`config.mk`:
```
export PLATFORM = sky130hd
export DESIGN_NAME = cinc_nest_ctrl
export DESIGN_NICKNAME = d
export VERILOG_FILES = /design/src/rtl/cinc_nest_ctrl.v /design/src/rtl/cinc_priority.v /design/src/rtl/cinc_branch_unit.v
export VERILOG_INCLUDE_DIRS = /design/src /design/src/rtl
export SDC_FILE = /design/constraint.sdc
export NUM_CORES = 1
export LEC_CHECK = 0
export ABC_AREA = 1
export BUFFER_PORTS_ARGS = -buffer_cell sky130_fd_sc_hd__buf_2
export CORE_ASPECT_RATIO = 0.7
export CORE_MARGIN = 1.5
export CORE_UTILIZATION = 40
export CTS_CLUSTER_DIAMETER = 200
export DETAILED_ROUTE_END_ITERATION = 10
export PLACE_DENSITY = 0.63
export SETUP_SLACK_MARGIN = 0.15
export SYNTH_ARGS = -nofsm -noshare
export SYNTH_HDL_FRONTEND = slang
export SYNTH_SLANG_ARGS = --single-unit
```
`constraint.sdc`:
```
create_clock -name i_clk -period 2.1 [get_ports i_clk]
set_input_delay 0.315 -clock i_clk [delete_from_list [all_inputs] [get_ports i_clk]]
set_output_delay 0.315 -clock i_clk [all_outputs]
set_load 0.005 [all_outputs]
```
`src/rtl/cinc_defines.vh`:
```
// constants for the interrupt nesting control block
`ifndef CINC_DEFINES_VH
`define CINC_DEFINES_VH
`define CINC_NUM_IRQ       16
`define CINC_FIRST_MASK    4
`define CINC_NMI_NUM       1
`define CINC_CSR_GIE_BIT   0
`define CINC_CSR_SAVED_GLOBAL_ENABLE_BIT  1
`define CINC_HPN_LSB       5
`define CINC_HPN_MSB       9
`define CINC_TBASE_LSB     10
`define CINC_DRAIN_STAGES  3'h5
`define CINC_DELAY_SLOTS   3'h5
`define CINC_DISP_BITS     21
`define CINC_NUM_CREG      5
`define CINC_ZERO32        32'h00000000
`endif

```
`src/rtl/cinc_nest_ctrl.v`:
```
// interrupt acceptance and nesting control
//
// Behaviour
// [RL1] issued instructions finish through fifth execute stage
// [RL2] unissued instructions annulled, refetched after return
// [RL3] refetch ignores delay slots of finished instructions
// [RL4] service routine entry leaves interrupts disabled
// [RL5] nonmaskable pre-empts maskable routines four to fifteen
// [RL6] nothing pre-empts a nonmaskable routine
// [RL7] software saves pointer and saved enable first
// [RL8] software clears global enable before restoring
// [RL9] nested maskable entry overwrites saved enable
// [RL10] table pointer gives highest pending fetch packet
// [RL11] table pointer holds highest pending number field
// [RL12] one bit written clears that pending flag
// [RL13] maskable return pointer freely writable, used
// [RL14] five registers may predicate an instruction
// [RL15] displacement branch reaches 21-bit offset only
// [RL16] taken branch runs five delay slot packets
// [RL17] maskable entry saves global enable, clears it
// [RL18] nonmaskable entry clears nonmaskable enable
// [RL19] flag stays until cleared or processed
// [RL20] global enable is control status bit zero
`timescale 1ns/1ps
`default_nettype none
`include "cinc_defines.vh"
module cinc_nest_ctrl (
  // clock and reset
  input  wire        i_clk,
  input  wire        i_sys_rst,
  // interrupt sources, asynchronous levels
  input  wire [15:0] i_irq_pin,
  // control register writes from the pipeline
  input  wire        i_csr_we,
  input  wire [31:0] i_csr_wdata,
  input  wire        i_ier_we,
  input  wire [15:0] i_ier_wdata,
  input  wire        i_flag_clear_we,
  input  wire [15:0] i_flag_clear_wdata,
  input  wire        i_irp_we,
  input  wire [31:0] i_irp_wdata,
  input  wire        i_nrp_we,
  input  wire [31:0] i_nrp_wdata,
  input  wire        i_service_table_pointer_we,
  input  wire [31:0] i_service_table_pointer_wdata,
  input  wire        i_nonmaskable_enable_set,
  // pipeline status
  input  wire        i_e1_valid,
  input  wire [31:0] i_e1_pc,
  input  wire [31:0] i_next_pc,
  input  wire        i_ret_maskable,
  input  wire        i_ret_nonmaskable,
  // branch request
  input  wire        i_br_valid,
  input  wire [2:0]  i_br_creg,
  input  wire        i_br_zero,
  input  wire [4:0]  i_cond_nz,
  input  wire        i_br_disp,
  input  wire [31:0] i_br_offset,
  // register views
  output reg  [31:0] o_csr,
  output reg  [15:0] o_pending_flag_register,
  output reg  [15:0] o_irq_enable_register,
  output reg  [31:0] o_irp,
  output reg  [31:0] o_nonmaskable_return_pointer,
  output reg  [31:0] o_service_table_pointer,
  // pipeline control
  output reg         o_annul,
  output reg         o_drain,
  output reg         o_redirect,
  output reg  [31:0] o_redirect_pc,
  output reg         o_no_slot_hold,
  output reg         o_iack,
  output reg  [4:0]  o_inum,
  output reg         o_br_taken,
  output reg         o_br_range_err,
  output reg         o_br_resolved
);
  // ****************************************
  // state and synchronisers
  // ****************************************
  localparam ST_RUN   = 2'h0;
  localparam ST_DRAIN = 2'h1;
  localparam ST_VEC   = 2'h2;

  reg  [1:0]  state_reg;
  reg  [1:0]  state_next;
  reg  [2:0]  drain_reg;
  reg  [4:0]  take_num_reg;
  reg  [15:0] sync1_reg;
  reg  [15:0] sync2_reg;
  reg  [15:0] prev_reg;
  reg         gie_reg;
  reg         saved_global_enable_reg;
  reg         nonmaskable_enable_reg;
  reg  [15:0] flag_reg;
  reg  [15:0] ier_reg;
  reg  [31:0] irp_reg;
  reg  [31:0] nrp_reg;
  reg  [21:0] tbase_reg;
  reg  [31:0] ret_pc_reg;

  wire [15:0] rise = sync2_reg & ~prev_reg;
  wire [15:0] cand;
  wire        hp_any;
  wire [4:0]  hp_num;
  wire [15:0] poll_cand;
  wire [4:0]  poll_num;
  wire        br_taken;
  wire        br_range_err;
  wire        br_busy;
  wire        br_redirect;

  always @(posedge i_clk) begin
    if (i_sys_rst) begin
      sync1_reg <= 16'h0000;
      sync2_reg <= 16'h0000;
      prev_reg  <= 16'h0000;
    end else begin
      sync1_reg <= i_irq_pin;
      sync2_reg <= sync1_reg;
      prev_reg  <= sync2_reg;
    end
  end

  // ****************************************
  // priority selection
  // ****************************************
  genvar g;
  generate
    for (g = 0; g < `CINC_NUM_IRQ; g = g + 1) begin : g_cand
      if (g == `CINC_NMI_NUM) begin : g_nmi
        assign cand[g]      = flag_reg[g] & nonmaskable_enable_reg; // [RL6]
        assign poll_cand[g] = flag_reg[g] & ier_reg[g];
      end else if (g >= `CINC_FIRST_MASK) begin : g_mask
        assign cand[g]      = flag_reg[g] & ier_reg[g] & gie_reg & nonmaskable_enable_reg; // [RL5]
        assign poll_cand[g] = flag_reg[g] & ier_reg[g];
      end else begin : g_rsvd
        assign cand[g]      = 1'b0;
        assign poll_cand[g] = 1'b0;
      end
    end
  endgenerate

  cinc_priority u_prio (
    .i_cand (cand),
    .o_any  (hp_any),
    .o_num  (hp_num)
  );

  // polled view ignores the global enables, so software can poll with them off
  cinc_priority u_poll (
    .i_cand (poll_cand),
    .o_any  (),
    .o_num  (poll_num)
  );

  cinc_branch_unit u_branch (
    .i_clk       (i_clk),
    .i_sys_rst   (i_sys_rst),
    .i_br_valid  (i_br_valid),
    .i_br_creg   (i_br_creg),
    .i_br_zero   (i_br_zero),
    .i_cond_nz   (i_cond_nz),
    .i_br_disp   (i_br_disp),
    .i_br_offset (i_br_offset),
    .o_taken     (br_taken),
    .o_range_err (br_range_err),
    .o_busy      (br_busy),
    .o_redirect  (br_redirect)
  );

  // pending interrupts wait for outstanding branch delay slots
  wire take = (state_reg == ST_RUN) & hp_any & ~br_busy & ~br_taken;

  // ****************************************
  // acceptance sequence
  // ****************************************
  always @* begin
    state_next = state_reg;
    case (state_reg)
      ST_RUN:   if (take) state_next = ST_DRAIN;
      ST_DRAIN: if (drain_reg == 3'h1) state_next = ST_VEC;
      ST_VEC:   state_next = ST_RUN;
      default:  state_next = ST_RUN;
    endcase
  end

  always @(posedge i_clk) begin
    if (i_sys_rst) begin
      state_reg    <= ST_RUN;
      drain_reg    <= 3'h0;
      take_num_reg <= 5'h00;
      ret_pc_reg   <= `CINC_ZERO32;
    end else begin
      state_reg <= state_next;
      if (take) begin
        drain_reg    <= `CINC_DRAIN_STAGES; // [RL1]
        take_num_reg <= hp_num;
        ret_pc_reg   <= i_e1_valid ? i_next_pc : i_e1_pc; // [RL2]
      end else if (drain_reg != 3'h0) begin
        drain_reg <= drain_reg - 3'h1;
      end
    end
  end

  // ****************************************
  // enables and pending flags
  // ****************************************
  always @(posedge i_clk) begin
    if (i_sys_rst) begin
      gie_reg  <= 1'b0;
      saved_global_enable_reg <= 1'b0;
      nonmaskable_enable_reg <= 1'b0;
      ier_reg  <= 16'h0000;
      flag_reg <= 16'h0000;
    end else begin
      if (i_csr_we) begin
        gie_reg  <= i_csr_wdata[`CINC_CSR_GIE_BIT]; // [RL20]
        saved_global_enable_reg <= i_csr_wdata[`CINC_CSR_SAVED_GLOBAL_ENABLE_BIT];
      end
      if (i_ier_we)
        ier_reg <= i_ier_wdata;
      if (i_nonmaskable_enable_set | i_ret_nonmaskable)
        nonmaskable_enable_reg <= 1'b1;
      if (take) begin
        if (hp_num == `CINC_NMI_NUM) begin
          nonmaskable_enable_reg <= 1'b0; // [RL18]
        end else begin
          saved_global_enable_reg <= gie_reg; // [RL17] [RL9]
          gie_reg  <= 1'b0; // [RL4]
        end
      end
      // set wins over clear; take consumes the flag
      flag_reg <= (flag_reg & ~(i_flag_clear_we ? i_flag_clear_wdata : 16'h0000) &
                   ~(take ? (16'h0001 << hp_num) : 16'h0000)) | rise; // [RL12] [RL19]
    end
  end

  // ****************************************
  // return pointers and table pointer
  // ****************************************
  always @(posedge i_clk) begin
    if (i_sys_rst) begin
      irp_reg   <= `CINC_ZERO32;
      nrp_reg   <= `CINC_ZERO32;
      tbase_reg <= 22'h000000;
    end else begin
      if (i_irp_we)
        irp_reg <= i_irp_wdata; // [RL13]
      else if (state_reg == ST_VEC && take_num_reg != `CINC_NMI_NUM)
        irp_reg <= ret_pc_reg;
      if (i_nrp_we)
        nrp_reg <= i_nrp_wdata;
      else if (state_reg == ST_VEC && take_num_reg == `CINC_NMI_NUM)
        nrp_reg <= ret_pc_reg;
      if (i_service_table_pointer_we)
        tbase_reg <= i_service_table_pointer_wdata[31:`CINC_TBASE_LSB];
    end
  end

  wire [31:0] service_table_pointer_val = {tbase_reg, poll_num, 5'h00}; // [RL10] [RL11]

  // ****************************************
  // registered outputs
  // ****************************************
  always @(posedge i_clk) begin
    if (i_sys_rst) begin
      o_csr                        <= `CINC_ZERO32;
      o_pending_flag_register      <= 16'h0000;
      o_irq_enable_register        <= 16'h0000;
      o_irp                        <= `CINC_ZERO32;
      o_nonmaskable_return_pointer <= `CINC_ZERO32;
      o_service_table_pointer      <= `CINC_ZERO32;
      o_annul                      <= 1'b0;
      o_drain                      <= 1'b0;
      o_redirect                   <= 1'b0;
      o_redirect_pc                <= `CINC_ZERO32;
      o_no_slot_hold               <= 1'b0;
      o_iack                       <= 1'b0;
      o_inum                       <= 5'h00;
      o_br_taken                   <= 1'b0;
      o_br_range_err               <= 1'b0;
      o_br_resolved                <= 1'b0;
    end else begin
      o_csr                        <= {30'h00000000, saved_global_enable_reg, gie_reg};
      o_pending_flag_register      <= flag_reg;
      o_irq_enable_register        <= ier_reg;
      o_irp                        <= irp_reg;
      o_nonmaskable_return_pointer <= nrp_reg;
      o_service_table_pointer      <= service_table_pointer_val;
      o_annul                      <= take; // [RL2]
      o_drain                      <= (state_next == ST_DRAIN); // [RL1]
      o_iack                       <= (state_reg == ST_VEC);
      o_inum                       <= (state_reg == ST_VEC) ? take_num_reg : 5'h00;
      o_br_taken                   <= br_taken;
      o_br_range_err               <= br_range_err;
      o_br_resolved                <= br_redirect;
      o_redirect                   <= (state_reg == ST_VEC) | i_ret_maskable | i_ret_nonmaskable;
      if (state_reg == ST_VEC)
        o_redirect_pc <= {tbase_reg, take_num_reg, 5'h00};
      else if (i_ret_nonmaskable)
        o_redirect_pc <= nrp_reg;
      else if (i_ret_maskable)
        o_redirect_pc <= irp_reg; // [RL13]
      // returning refetch starts clean, no inherited delay slots
      o_no_slot_hold <= i_ret_maskable | i_ret_nonmaskable; // [RL3]
    end
  end
endmodule
`default_nettype wire

```
`src/rtl/cinc_priority.v`:
```
// picks the highest-priority pending enabled interrupt
`timescale 1ns/1ps
`default_nettype none
`include "cinc_defines.vh"
module cinc_priority (
  // candidate vector
  input  wire [15:0] i_cand,
  // result
  output reg         o_any,
  output reg  [4:0]  o_num
);
  integer k;
  always @* begin
    o_any = 1'b0;
    o_num = 5'h00;
    for (k = `CINC_NUM_IRQ - 1; k >= 1; k = k - 1) begin
      if (i_cand[k]) begin
        o_any = 1'b1;
        o_num = k[4:0];
      end
    end
  end
endmodule
`default_nettype wire

```
`src/rtl/cinc_branch_unit.v`:
```
// predicate select, displacement reach and delay slot count for branches
`timescale 1ns/1ps
`default_nettype none
`include "cinc_defines.vh"
module cinc_branch_unit (
  // clock and reset
  input  wire        i_clk,
  input  wire        i_sys_rst,
  // branch request
  input  wire        i_br_valid,
  input  wire [2:0]  i_br_creg,
  input  wire        i_br_zero,
  input  wire [4:0]  i_cond_nz,
  input  wire        i_br_disp,
  input  wire [31:0] i_br_offset,
  // result
  output wire        o_taken,
  output wire        o_range_err,
  output wire        o_busy,
  output reg         o_redirect
);
  reg  [2:0] slot_reg;
  reg  [2:0] slot_next;
  reg        cond;
  wire [31:0] hi_bits;
  assign hi_bits = i_br_offset >> (`CINC_DISP_BITS - 1);
  always @* begin
    case (i_br_creg)
      3'h0:    cond = 1'b1;
      3'h1:    cond = i_cond_nz[0];
      3'h2:    cond = i_cond_nz[1];
      3'h3:    cond = i_cond_nz[2];
      3'h4:    cond = i_cond_nz[3];
      3'h5:    cond = i_cond_nz[4];
      default: cond = 1'b0;
    endcase
  end
  wire pred = i_br_zero ? ~cond : cond; // [RL14]
  // offsets beyond a signed 21-bit field need a register branch
  assign o_range_err = i_br_valid & i_br_disp & (hi_bits != `CINC_ZERO32) &
                       (hi_bits != (32'hffffffff >> (`CINC_DISP_BITS - 1))); // [RL15]
  assign o_taken = i_br_valid & pred & ~o_range_err & (slot_reg == 3'h0);
  assign o_busy  = (slot_reg != 3'h0);
  always @* begin
    slot_next = slot_reg;
    if (o_taken)
      slot_next = `CINC_DELAY_SLOTS; // [RL16]
    else if (slot_reg != 3'h0)
      slot_next = slot_reg - 3'h1;
  end
  always @(posedge i_clk) begin
    if (i_sys_rst) begin
      slot_reg   <= 3'h0;
      o_redirect <= 1'b0;
    end else begin
      slot_reg   <= slot_next;
      o_redirect <= (slot_reg == 3'h1);
    end
  end
endmodule
`default_nettype wire

```
==> out/metrics.cfg, run 1 <==
[logic_synthesis]
yosysUniqueCellTypes=50
synth_ff_type=dfxtp_1
syn_area_per_cell_um2=8.24
ys_ff_latch=382
ys_warn_count=0
syn_inst=1733
synth-edff-count=0
syn_area_um2=14300
synthArstFlopShare_pct=0
ys_seq_area_share_pct=53.6

[worst_setup_path]
crit_required_ns=2.52
cp.depth=13
path_class=reg -> reg
critPathMaxStageDelay_ns=0.36
cpMostUsedCell=nand2_1
cp_num_buf_inv=1
cp.arrival_ns=2.30
crit_fanout=5
crit_path_top_delay_cell=dfxtp_2
end_kind=register
cp-start-kind=register
crit_chain=nand2_2 -> nand2_2 -> nor2_1 -> nand2_1 -> inv_2 -> o21ai_2 -> nand3_2 -> nor2_4 -> nand2_8 -> nor2_4 -> nand4_1 -> nand2_1 -> nand2_1
reg2regPathDepth=13
crit_family=simple AND/OR/NAND/NOR gates

[drt]
dr_wl_met2_um=19800
ant_nets=0
dr.max_layer_used=met5
post-route-drc-count=0
m1WireLength_um=20000
drt-initial-drc-count=770
drt_pre_antenna_iters=5
wire_per_inst_um=16.7
vias=12600
avgViaCountPerCell=4.77
wl_um=44200
routed-wl-met3_um=3190

[grt]
gr-total-overflow=0
grt_pass1_wl_um=66800
grtUsageTotal_pct=23.2
antenna_found_initial=6
grt_pass1_vias=11900
grt_max_degree=112

[sta]
fin_setup_tns_ns=0
fin_skew_ns=0.0123
hold_violations=0
fin_worst_hold_slack_ns=0.0285
period_share_pct=89.6
drv_slew=0
setup_violations=0
max_freq_mhz=532
max_slew_margin_pct=40.0
rsz0062_at_grt=no
setup_slack_ns=0.219
tightestPinTransition_ns=0.891
min_period_ns=1.88

[place]
pre_cts_slack_ns=0.0748
dpl_cell_area_um2=16700
place.gp.congestion=0.924
hpwl_um=32000
portBuffers=402

[run_status]
outcome=complete, no violations

[min_path]
hold_path_class=in -> reg
hold_depth=3

[final_layout]
regArea_um2=7680
final_common_cell=buf_2
final_nets=2441
fillers=3336
design_area_um2=18400
final_cell_mix=buf_2 (401), dfxtp_1 (363), nand2_1 (278)
area_growth_pct=29.0
drive_above_1_share_pct=28.0
multiInputGateArea_um2=5180

[floorplanning]
start_util_pct=40.8
pin_count=500
die_x_um=229
rows=57
die_area_um2=36800
core-area_um2=34900
fp.dieH_um=161

[cts]
htreeDepth=2
worstSkewPairLatency_ns=0.53
cts_root_buf=clkbuf_16
cts_inserted_buffers=38
clk_path_buf_depth=3
cts_tree=done
cts.sinks=382
path_clk_slew_ns=0.06

[pwr]
p_leak_nw=8.65
vdd_ir_drop_max_uv=522
powerDensity_nw_per_um2=924

[run]
cap_violations=0

cells by family (layout without fill, tap and decap cells):
kind of cell	count (synthesis)	count (layout)	synth area share, %
AO/OA/AOI/OAI	321	321	14.0
XOR/XNOR	3	3	0.237
adder cells (fa/ha/maj)	6	6	0.526
buffers and inverters	384	783	11.6
flip-flops	382	382	53.6
multiplexers	32	32	2.24
other	1	42	0.0263
AND/OR/NAND/NOR	604	605	17.8
where the power goes:
| group | internal (W) | total (W) | switching [W] |
|---|---|---|---|
| Combinational | 0.000743 | 0.00184 | 0.00110 |
| Sequential | 0.00766 | 0.00785 | 0.000197 |
| Clock | 0.00444 | 0.00732 | 0.00288 |
| Total | 0.0128 | 0.0170 | 0.00417 |
layer usage:
layer  global-route usage (%)  up-vias
li1                         -     6281
met1                     31.3     5839
met2                     36.7      419
met3                     5.51       69
met4                     7.75        2
met5                        0        -
cell type report:
type,count,share of cell area (%)
multi-input combinational,1004,28.1
timing repair buffer,462,14.4
inverter,252,5.16
clock buffer,56,6.26
antenna,5,0.0679
clock inverter,13,1.11
tap,472,3.21
sequential,382,41.7
stage by stage:
step	cells	power (W)	util [%]
2_1_floorplan	1769	0.00903	-
3_3_place_gp	2548	0.00973	47.9
3_5_place_dp	2548	0.00978	47.9
4_1_cts	2633	0.0171	52.3
5_1_grt	2645	0.0178	52.7
6_report	2646	0.0170	52.7
worst paths after layout:
kind	endpoint	slack (ns)	startpoint
max reg2reg	flag_reg[9]$_SDFF_PP0_	0.22	flag_reg[13]$_SDFF_PP0_
min	sync1_reg[15]$_SDFF_PP0_	0.03	i_irq_pin[15]
max	flag_reg[9]$_SDFF_PP0_	0.22	flag_reg[13]$_SDFF_PP0_
min reg2reg	sync2_reg[11]$_SDFF_PP0_	0.40	sync1_reg[11]$_SDFF_PP0_
cells in the mapped netlist, types with 4 or more instances:
cell,count,area (um2)
nand3_1,56,280
o31ai_1,4,30.0
nand3_2,11,110
a21oi_1,65,325
o211ai_1,8,60.1
a21boi_0,6,45.0
o21ai_2,21,184
dfxtp_1,382,7650
a221oi_1,6,52.6
o221ai_1,10,87.6
nor2_4,4,45.0
inv_1,239,897
ha_1,6,75.1
nand2_1,289,1080
o22ai_2,10,125
o21ai_1,10,50.1
a31oi_1,63,394
inv_2,10,37.5
nor2_1,213,800
a311oi_1,5,43.8
a211oi_1,4,30.0
buf_2,14,70.1
o21ai_0,98,490
buf_4,37,278
buf_1,6,22.5
nor3_1,11,55.1
mux2i_1,32,320
buf_6,5,56.3
nand4_1,10,62.6
o21bai_1,7,52.6
clkbuf_1,69,259
worst reg2reg max path: cells and delay by family, from the launching register on:
family,cells,cell delay (ns)
simple gates,11,1.20
flops,1,0.36
compound gates,1,0.17
buf+inv,1,0.05
repair_timing:
action | in CTS | in global routing
setup buffers | 0 | 7
hold buffers | 16 | 0
gates resized for setup | 0 | 36
hold endpoints to repair | 16 | 0
setup endpoints to repair | 0 | 48
Power figures use the tool's default switching activity.
==> run 2: changes to the inputs <==
--- a/config.mk
+++ b/config.mk
@@ -9,7 +9,7 @@
 export ABC_AREA = 1
 export BUFFER_PORTS_ARGS = -buffer_cell sky130_fd_sc_hd__buf_2
 export CORE_ASPECT_RATIO = 0.7
-export CORE_MARGIN = 1.5
+export CORE_MARGIN = 1
 export CORE_UTILIZATION = 40
 export CTS_CLUSTER_DIAMETER = 200
 export DETAILED_ROUTE_END_ITERATION = 10
==> out/metrics.cfg, run 2 (synthesis gave the netlist of run 1 again) <==
[place]
place.gp.congestion=0.917  ; -0.78%
dpl_cell_area_um2=16700  ; -0.18%
portBuffers=402  ; unchanged
hpwl_um=32000  ; about the same
pre_cts_slack_ns=0.0615  ; -0.0133 ns

[worst_setup_path]
critPathMaxStageDelay_ns=0.37  ; about the same
cp.arrival_ns=2.27  ; -0.03 ns
crit_path_top_delay_cell=dfxtp_2
end_kind=register
crit_required_ns=2.52  ; about the same
crit_fanout=6  ; +1
cpMostUsedCell=nand2_1
path_class=reg -> reg
crit_chain=nand2_1 -> nand2_2 -> nor2_1 -> nand2_1 -> inv_2 -> o21ai_2 -> nand3_2 -> nor2_4 -> nand2_8 -> nor2_4 -> nand4_1 -> nand2_1 -> nand2_1
cp-start-kind=register

[cts]
path_clk_slew_ns=0.06  ; about the same
cts_tree=done
worstSkewPairLatency_ns=0.54  ; about the same
clk_path_buf_depth=3  ; unchanged
htreeDepth=2  ; unchanged
cts_inserted_buffers=39  ; +2.6%
cts_root_buf=clkbuf_16
cts.sinks=382  ; unchanged

[drt]
ant_nets=0  ; unchanged
vias=12600  ; -0.41%
avgViaCountPerCell=4.75  ; -0.26%
wire_per_inst_um=16.9  ; +1.4%
post-route-drc-count=0  ; unchanged
drt_pre_antenna_iters=5  ; unchanged
wl_um=44700  ; +1.3%
drt-initial-drc-count=771  ; +0.13%

[sta]
drv_slew=0  ; unchanged
max_freq_mhz=539  ; +1.4%
hold_violations=0  ; unchanged
rsz0062_at_grt=yes
setup_slack_ns=0.245  ; +0.0263 ns
max_slew_margin_pct=35.8  ; -4.2 points
setup_violations=0  ; unchanged
fin_skew_ns=0.0199  ; +0.00758 ns
fin_setup_tns_ns=0  ; unchanged
period_share_pct=88.3  ; -1.3 points
fin_worst_hold_slack_ns=0.0387  ; +0.0102 ns
tightestPinTransition_ns=0.953  ; +0.0620 ns
min_period_ns=1.85  ; -0.0263 ns

[final_layout]
final_nets=2445  ; +0.16%
drive_above_1_share_pct=27.8  ; -0.22 points
design_area_um2=18400  ; -0.32%
area_growth_pct=28.6
final_cell_mix=buf_2 (401), dfxtp_1 (368), nand2_1 (282)
final_common_cell=buf_2

[pwr]
clkPwrFrac_pct=42.3  ; -0.7 points
internal-power_w=0.0126  ; -2.0%
powerDensity_nw_per_um2=915  ; -0.96%
seq_power_share_pct=46.7  ; +0.5 points
vdd_ir_drop_max_uv=556  ; +6.5%
switching_share_pct=25.1  ; +0.55 points
switching_power_w=0.00421  ; +0.91%
p_leak_nw=8.61  ; -0.52%
p_comb_share_pct=10.9  ; about the same

[floorplanning]
rows=57  ; unchanged
core-area_um2=34900  ; unchanged
pin_count=500  ; unchanged
die_x_um=228  ; -0.44%
fp.dieH_um=160  ; -0.62%
start_util_pct=40.8  ; unchanged
die_area_um2=36500  ; -1.1%

[grt]
grt_pass1_wl_um=67100  ; +0.42%
antenna_found_initial=3  ; -3
grtUsageTotal_pct=23.7  ; +0.47 points
gr-total-overflow=0  ; unchanged
grt_max_degree=109  ; -2.7%
grt_pass1_vias=11700  ; -1.7%

[run]
cap_violations=0  ; unchanged

[run_status]
outcome=complete, no violations

[min_path]
hold_path_class=in -> reg

## run 2: layer usage
metal | vias up | track usage (%) | wire [um]
li1 | 6280 | - | -
met2 | 434 | 37.1 | 19800
met5 | - | 0 | 13
met1 | 5773 | 32.8 | 20900
met3 | 69 | 5.04 | 3120
met4 | 2 | 6.63 | 920
## run 2: worst paths after layout
path                                   end  cells after the start  slack (ns)               startpoint
setup / recovery    flag_reg[9]$_SDFF_PP0_                     13        0.25  flag_reg[15]$_SDFF_PP0_
hold / removal    nrp_reg[30]$_SDFFE_PP0P_                      3        0.04          i_nrp_wdata[30]
setup reg to reg    flag_reg[9]$_SDFF_PP0_                     13        0.25  flag_reg[15]$_SDFF_PP0_
hold reg to reg    sync2_reg[5]$_SDFF_PP0_                      2        0.40  sync1_reg[5]$_SDFF_PP0_
## run 2: critical path, delay by kind of cell (launching register included)
kind                   cells  cell delay, ns
AO/OA/AOI/OAI              1            0.13
buffers and inverters      1            0.05
flip-flops                 1            0.37
AND/OR/NAND/NOR           11            1.19
## run 2: what timing repair did
action                     in CTS  in global routing
setup buffers                   0                  8
cloned                          0                  1
setup endpoints to repair       1                 52
resized for setup               1                 28
hold buffers                   17                  0
hold endpoints to repair       17                  0
pin swaps                       0                  6
## run 2: final cells by class
type	count	area, um2
antenna	2	5.00
clock inverter	16	198
multi-input combinational	1003	5160
clock buffer	49	1100
timing repair buffer	466	2680
fill	3369	16600
inverter	252	958
sequential	382	7660
tap	472	591
## run 2: power groups by stage
stage          combinational, W  clock (W)  sequential, W
6_report                0.00184    0.00711        0.00785
5_1_grt                 0.00205    0.00755        0.00789
4_1_cts                 0.00181    0.00724        0.00784
3_5_place_dp            0.00178          0        0.00800
3_3_place_gp            0.00174          0        0.00799
2_1_floorplan           0.00106          0        0.00797
## run 2: stage by stage
step | power [W] | cells | util [%]
6_report | 0.0168 | 2642 | 52.5
5_1_grt | 0.0175 | 2641 | 52.5
4_1_cts | 0.0169 | 2631 | 52.0
3_5_place_dp | 0.00978 | 2549 | 47.8
3_3_place_gp | 0.00973 | 2549 | 47.8
2_1_floorplan | 0.00903 | 1769 | -
==> run 3: changes to the inputs <==
==> constraint.sdc (replaced) <==
create_clock -name i_clk -period 2 [get_ports i_clk]
set_input_delay 0.3 -clock i_clk [delete_from_list [all_inputs] [get_ports i_clk]]
set_output_delay 0.3 -clock i_clk [all_outputs]
set_load 0.005 [all_outputs]
==> out/metrics.cfg, run 3 (synthesis gave the netlist of run 1 again) <==
[run_status]
outcome=complete, no violations

[final_layout]
final_cell_mix=buf_2 (401), dfxtp_1 (359), nand2_1 (271)
drive_above_1_share_pct=28.9  ; +1.1 points
fin_util_pct=53.0  ; +0.49 points
final_common_cell=buf_2
area_growth_pct=29.8
design_area_um2=18500  ; +0.94%
fillers=3315  ; -1.6%
regArea_um2=7690  ; +0.28%
multiInputGateArea_um2=5220  ; +1.1%
final_nets=2447  ; +0.082%
n_antenna_cell=0  ; -2

[worst_setup_path]
cp.arrival_ns=2.21  ; -0.06 ns
crit_fanout=12  ; +6
worst-r2r-setup-slack_ns=0.20  ; -0.05 ns
cp-start-kind=register
critPathCapture=ret_pc_reg[8]$_SDFFE_PP0P_
crit_required_ns=2.41  ; -0.11 ns
end_kind=register
path_class=reg -> reg
reg2regPathDepth=12  ; -1
r2r-start=ier_reg[12]$_SDFFE_PP0P_
cp-startpoint=ier_reg[12]$_SDFFE_PP0P_
r2r_end=ret_pc_reg[8]$_SDFFE_PP0P_

[drt]
vias=12600  ; +0.56%
wl_um=45000  ; +0.47%
drt_pre_antenna_iters=5  ; unchanged
ant_nets=0  ; unchanged
post-route-drc-count=0  ; unchanged
wire_per_inst_um=17.0  ; +0.32%
avgViaCountPerCell=4.77  ; +0.41%
drt-initial-drc-count=863  ; +12%

[floorplanning]
rows=57  ; unchanged
die_x_um=228  ; unchanged
core-area_um2=34900  ; unchanged
die_area_um2=36500  ; unchanged
pin_count=500  ; unchanged
fp.dieH_um=160  ; unchanged
start_util_pct=40.8  ; unchanged

[grt]
gr-total-overflow=0  ; unchanged
antenna_found_initial=2  ; -1
grt_pass1_wl_um=67600  ; +0.84%
grt_max_degree=84  ; -23%
grtUsageTotal_pct=23.8  ; +0.084 points
grt_pass1_vias=12000  ; +2.5%

[sta]
max_freq_mhz=555  ; +3.0%
fin_worst_hold_slack_ns=0.0289  ; -0.00979 ns
tightestPinTransition_ns=0.928  ; -0.0248 ns
period_share_pct=90.1  ; +1.7 points
rsz0062_at_grt=yes
fin_skew_ns=0.0164  ; -0.00352 ns
hold_violations=0  ; unchanged
max_slew_margin_pct=37.5  ; +1.7 points
drv_slew=0  ; unchanged
setup_violations=0  ; unchanged
min_period_ns=1.80  ; -0.0536 ns

[place]
hpwl_um=32300  ; +1.0%
dpl_cell_area_um2=16800  ; +0.46%
place.gp.congestion=0.921  ; +0.50%
portBuffers=402  ; unchanged

[pwr]
switching_share_pct=24.8  ; -0.27 points
internal-power_w=0.0133  ; +5.8%
seq_power_share_pct=46.6  ; about the same
switching_power_w=0.00439  ; +4.3%
p_leak_nw=8.70  ; +1.0%
vdd_ir_drop_max_uv=511  ; -8.1%
finalPower_w=0.0177  ; +5.4%
p_comb_share_pct=11.2  ; +0.3 points
powerDensity_nw_per_um2=955  ; +4.4%
clkPwrFrac_pct=42.2  ; about the same

[cts]
path_clk_slew_ns=0.06  ; about the same
cts_root_buf=clkbuf_16
cts_inserted_buffers=38  ; -2.6%
clk_path_buf_depth=3  ; unchanged
worstSkewPairLatency_ns=0.53  ; about the same
cts.sinks=382  ; unchanged
htreeDepth=2  ; unchanged
cts_tree=done

[min_path]
hold_depth=3  ; unchanged
hold_path_class=in -> reg

[run]
cap_violations=0  ; unchanged

-- run 3: worst min-delay path by stage --
stage / slack [ns] / start / to
3_3_place_gp: 0.39 / u_branch.o_redirect$_SDFF_PP0_ / o_br_resolved$_SDFF_PP0_
5_1_grt: 0.02 / i_nrp_wdata[25] / nrp_reg[25]$_SDFFE_PP0P_
6_report: 0.03 / i_nrp_wdata[25] / nrp_reg[25]$_SDFFE_PP0P_
4_1_cts: 0.007 / i_nrp_wdata[25] / nrp_reg[25]$_SDFFE_PP0P_
2_1_floorplan: 0.39 / u_branch.o_redirect$_SDFF_PP0_ / o_br_resolved$_SDFF_PP0_
3_5_place_dp: 0.39 / u_branch.o_redirect$_SDFF_PP0_ / o_br_resolved$_SDFF_PP0_
-- run 3: worst max-delay path, cell delays in order (launching register included) --
cell and delay, ns:
dfxtp_4 0.37, nand2_2 0.06, nand2_2 0.08, nor2_1 0.06
nand2_2 0.08, inv_2 0.05, o21ai_2 0.14, nand3_2 0.10
nor2_4 0.16, nand2_8 0.09, buf_6 0.16, nand2_4 0.21
o22ai_2 0.11
-- run 3: power groups by stage --
stage / Combinational (W) / Sequential, W / Clock (W)
2_1_floorplan: 0.00112 / 0.00837 / 0
3_3_place_gp: 0.00185 / 0.00839 / 0
3_5_place_dp: 0.00190 / 0.00840 / 0
4_1_cts: 0.00194 / 0.00824 / 0.00763
5_1_grt: 0.00221 / 0.00829 / 0.00799
6_report: 0.00199 / 0.00825 / 0.00746
-- run 3: per-layer routing --
layer | wire length (um) | vias to the layer above | track usage [%]
met5 | 8 | - | 0
met4 | 1070 | 2 | 7.22
met3 | 3200 | 65 | 5.07
met2 | 20000 | 460 | 37.4
met1 | 20700 | 5826 | 32.6
li1 | - | 6275 | -
-- run 3: area by class of cell --
cell class	instances	share of cell area, %
inverters	252	5.15
multi-input cells	1003	28.2
clock buffers	58	6.37
clock inverters	10	0.695
well taps	472	3.19
repair buffers	469	14.9
flip-flops and latches	382	41.5
-- run 3: per-stage QoR --
stage	setup WS (ns)	TNS, ns	cells
floorplan	0.453	0	1769
global placement	-0.00731	-0.00731	2551
detailed placement	-0.0450	-0.0450	2551
CTS	0.158	0	2636
global route	0.0782	0	2646
finish	0.199	0	2646
-- run 3: timing repair --
action	CTS	global route
buffers inserted	0	9
cloned	0	1
hold endpoints to repair	17	0
hold buffers	17	0
pin swaps	0	19
gates resized for setup	3	57
setup endpoints to repair	9	80
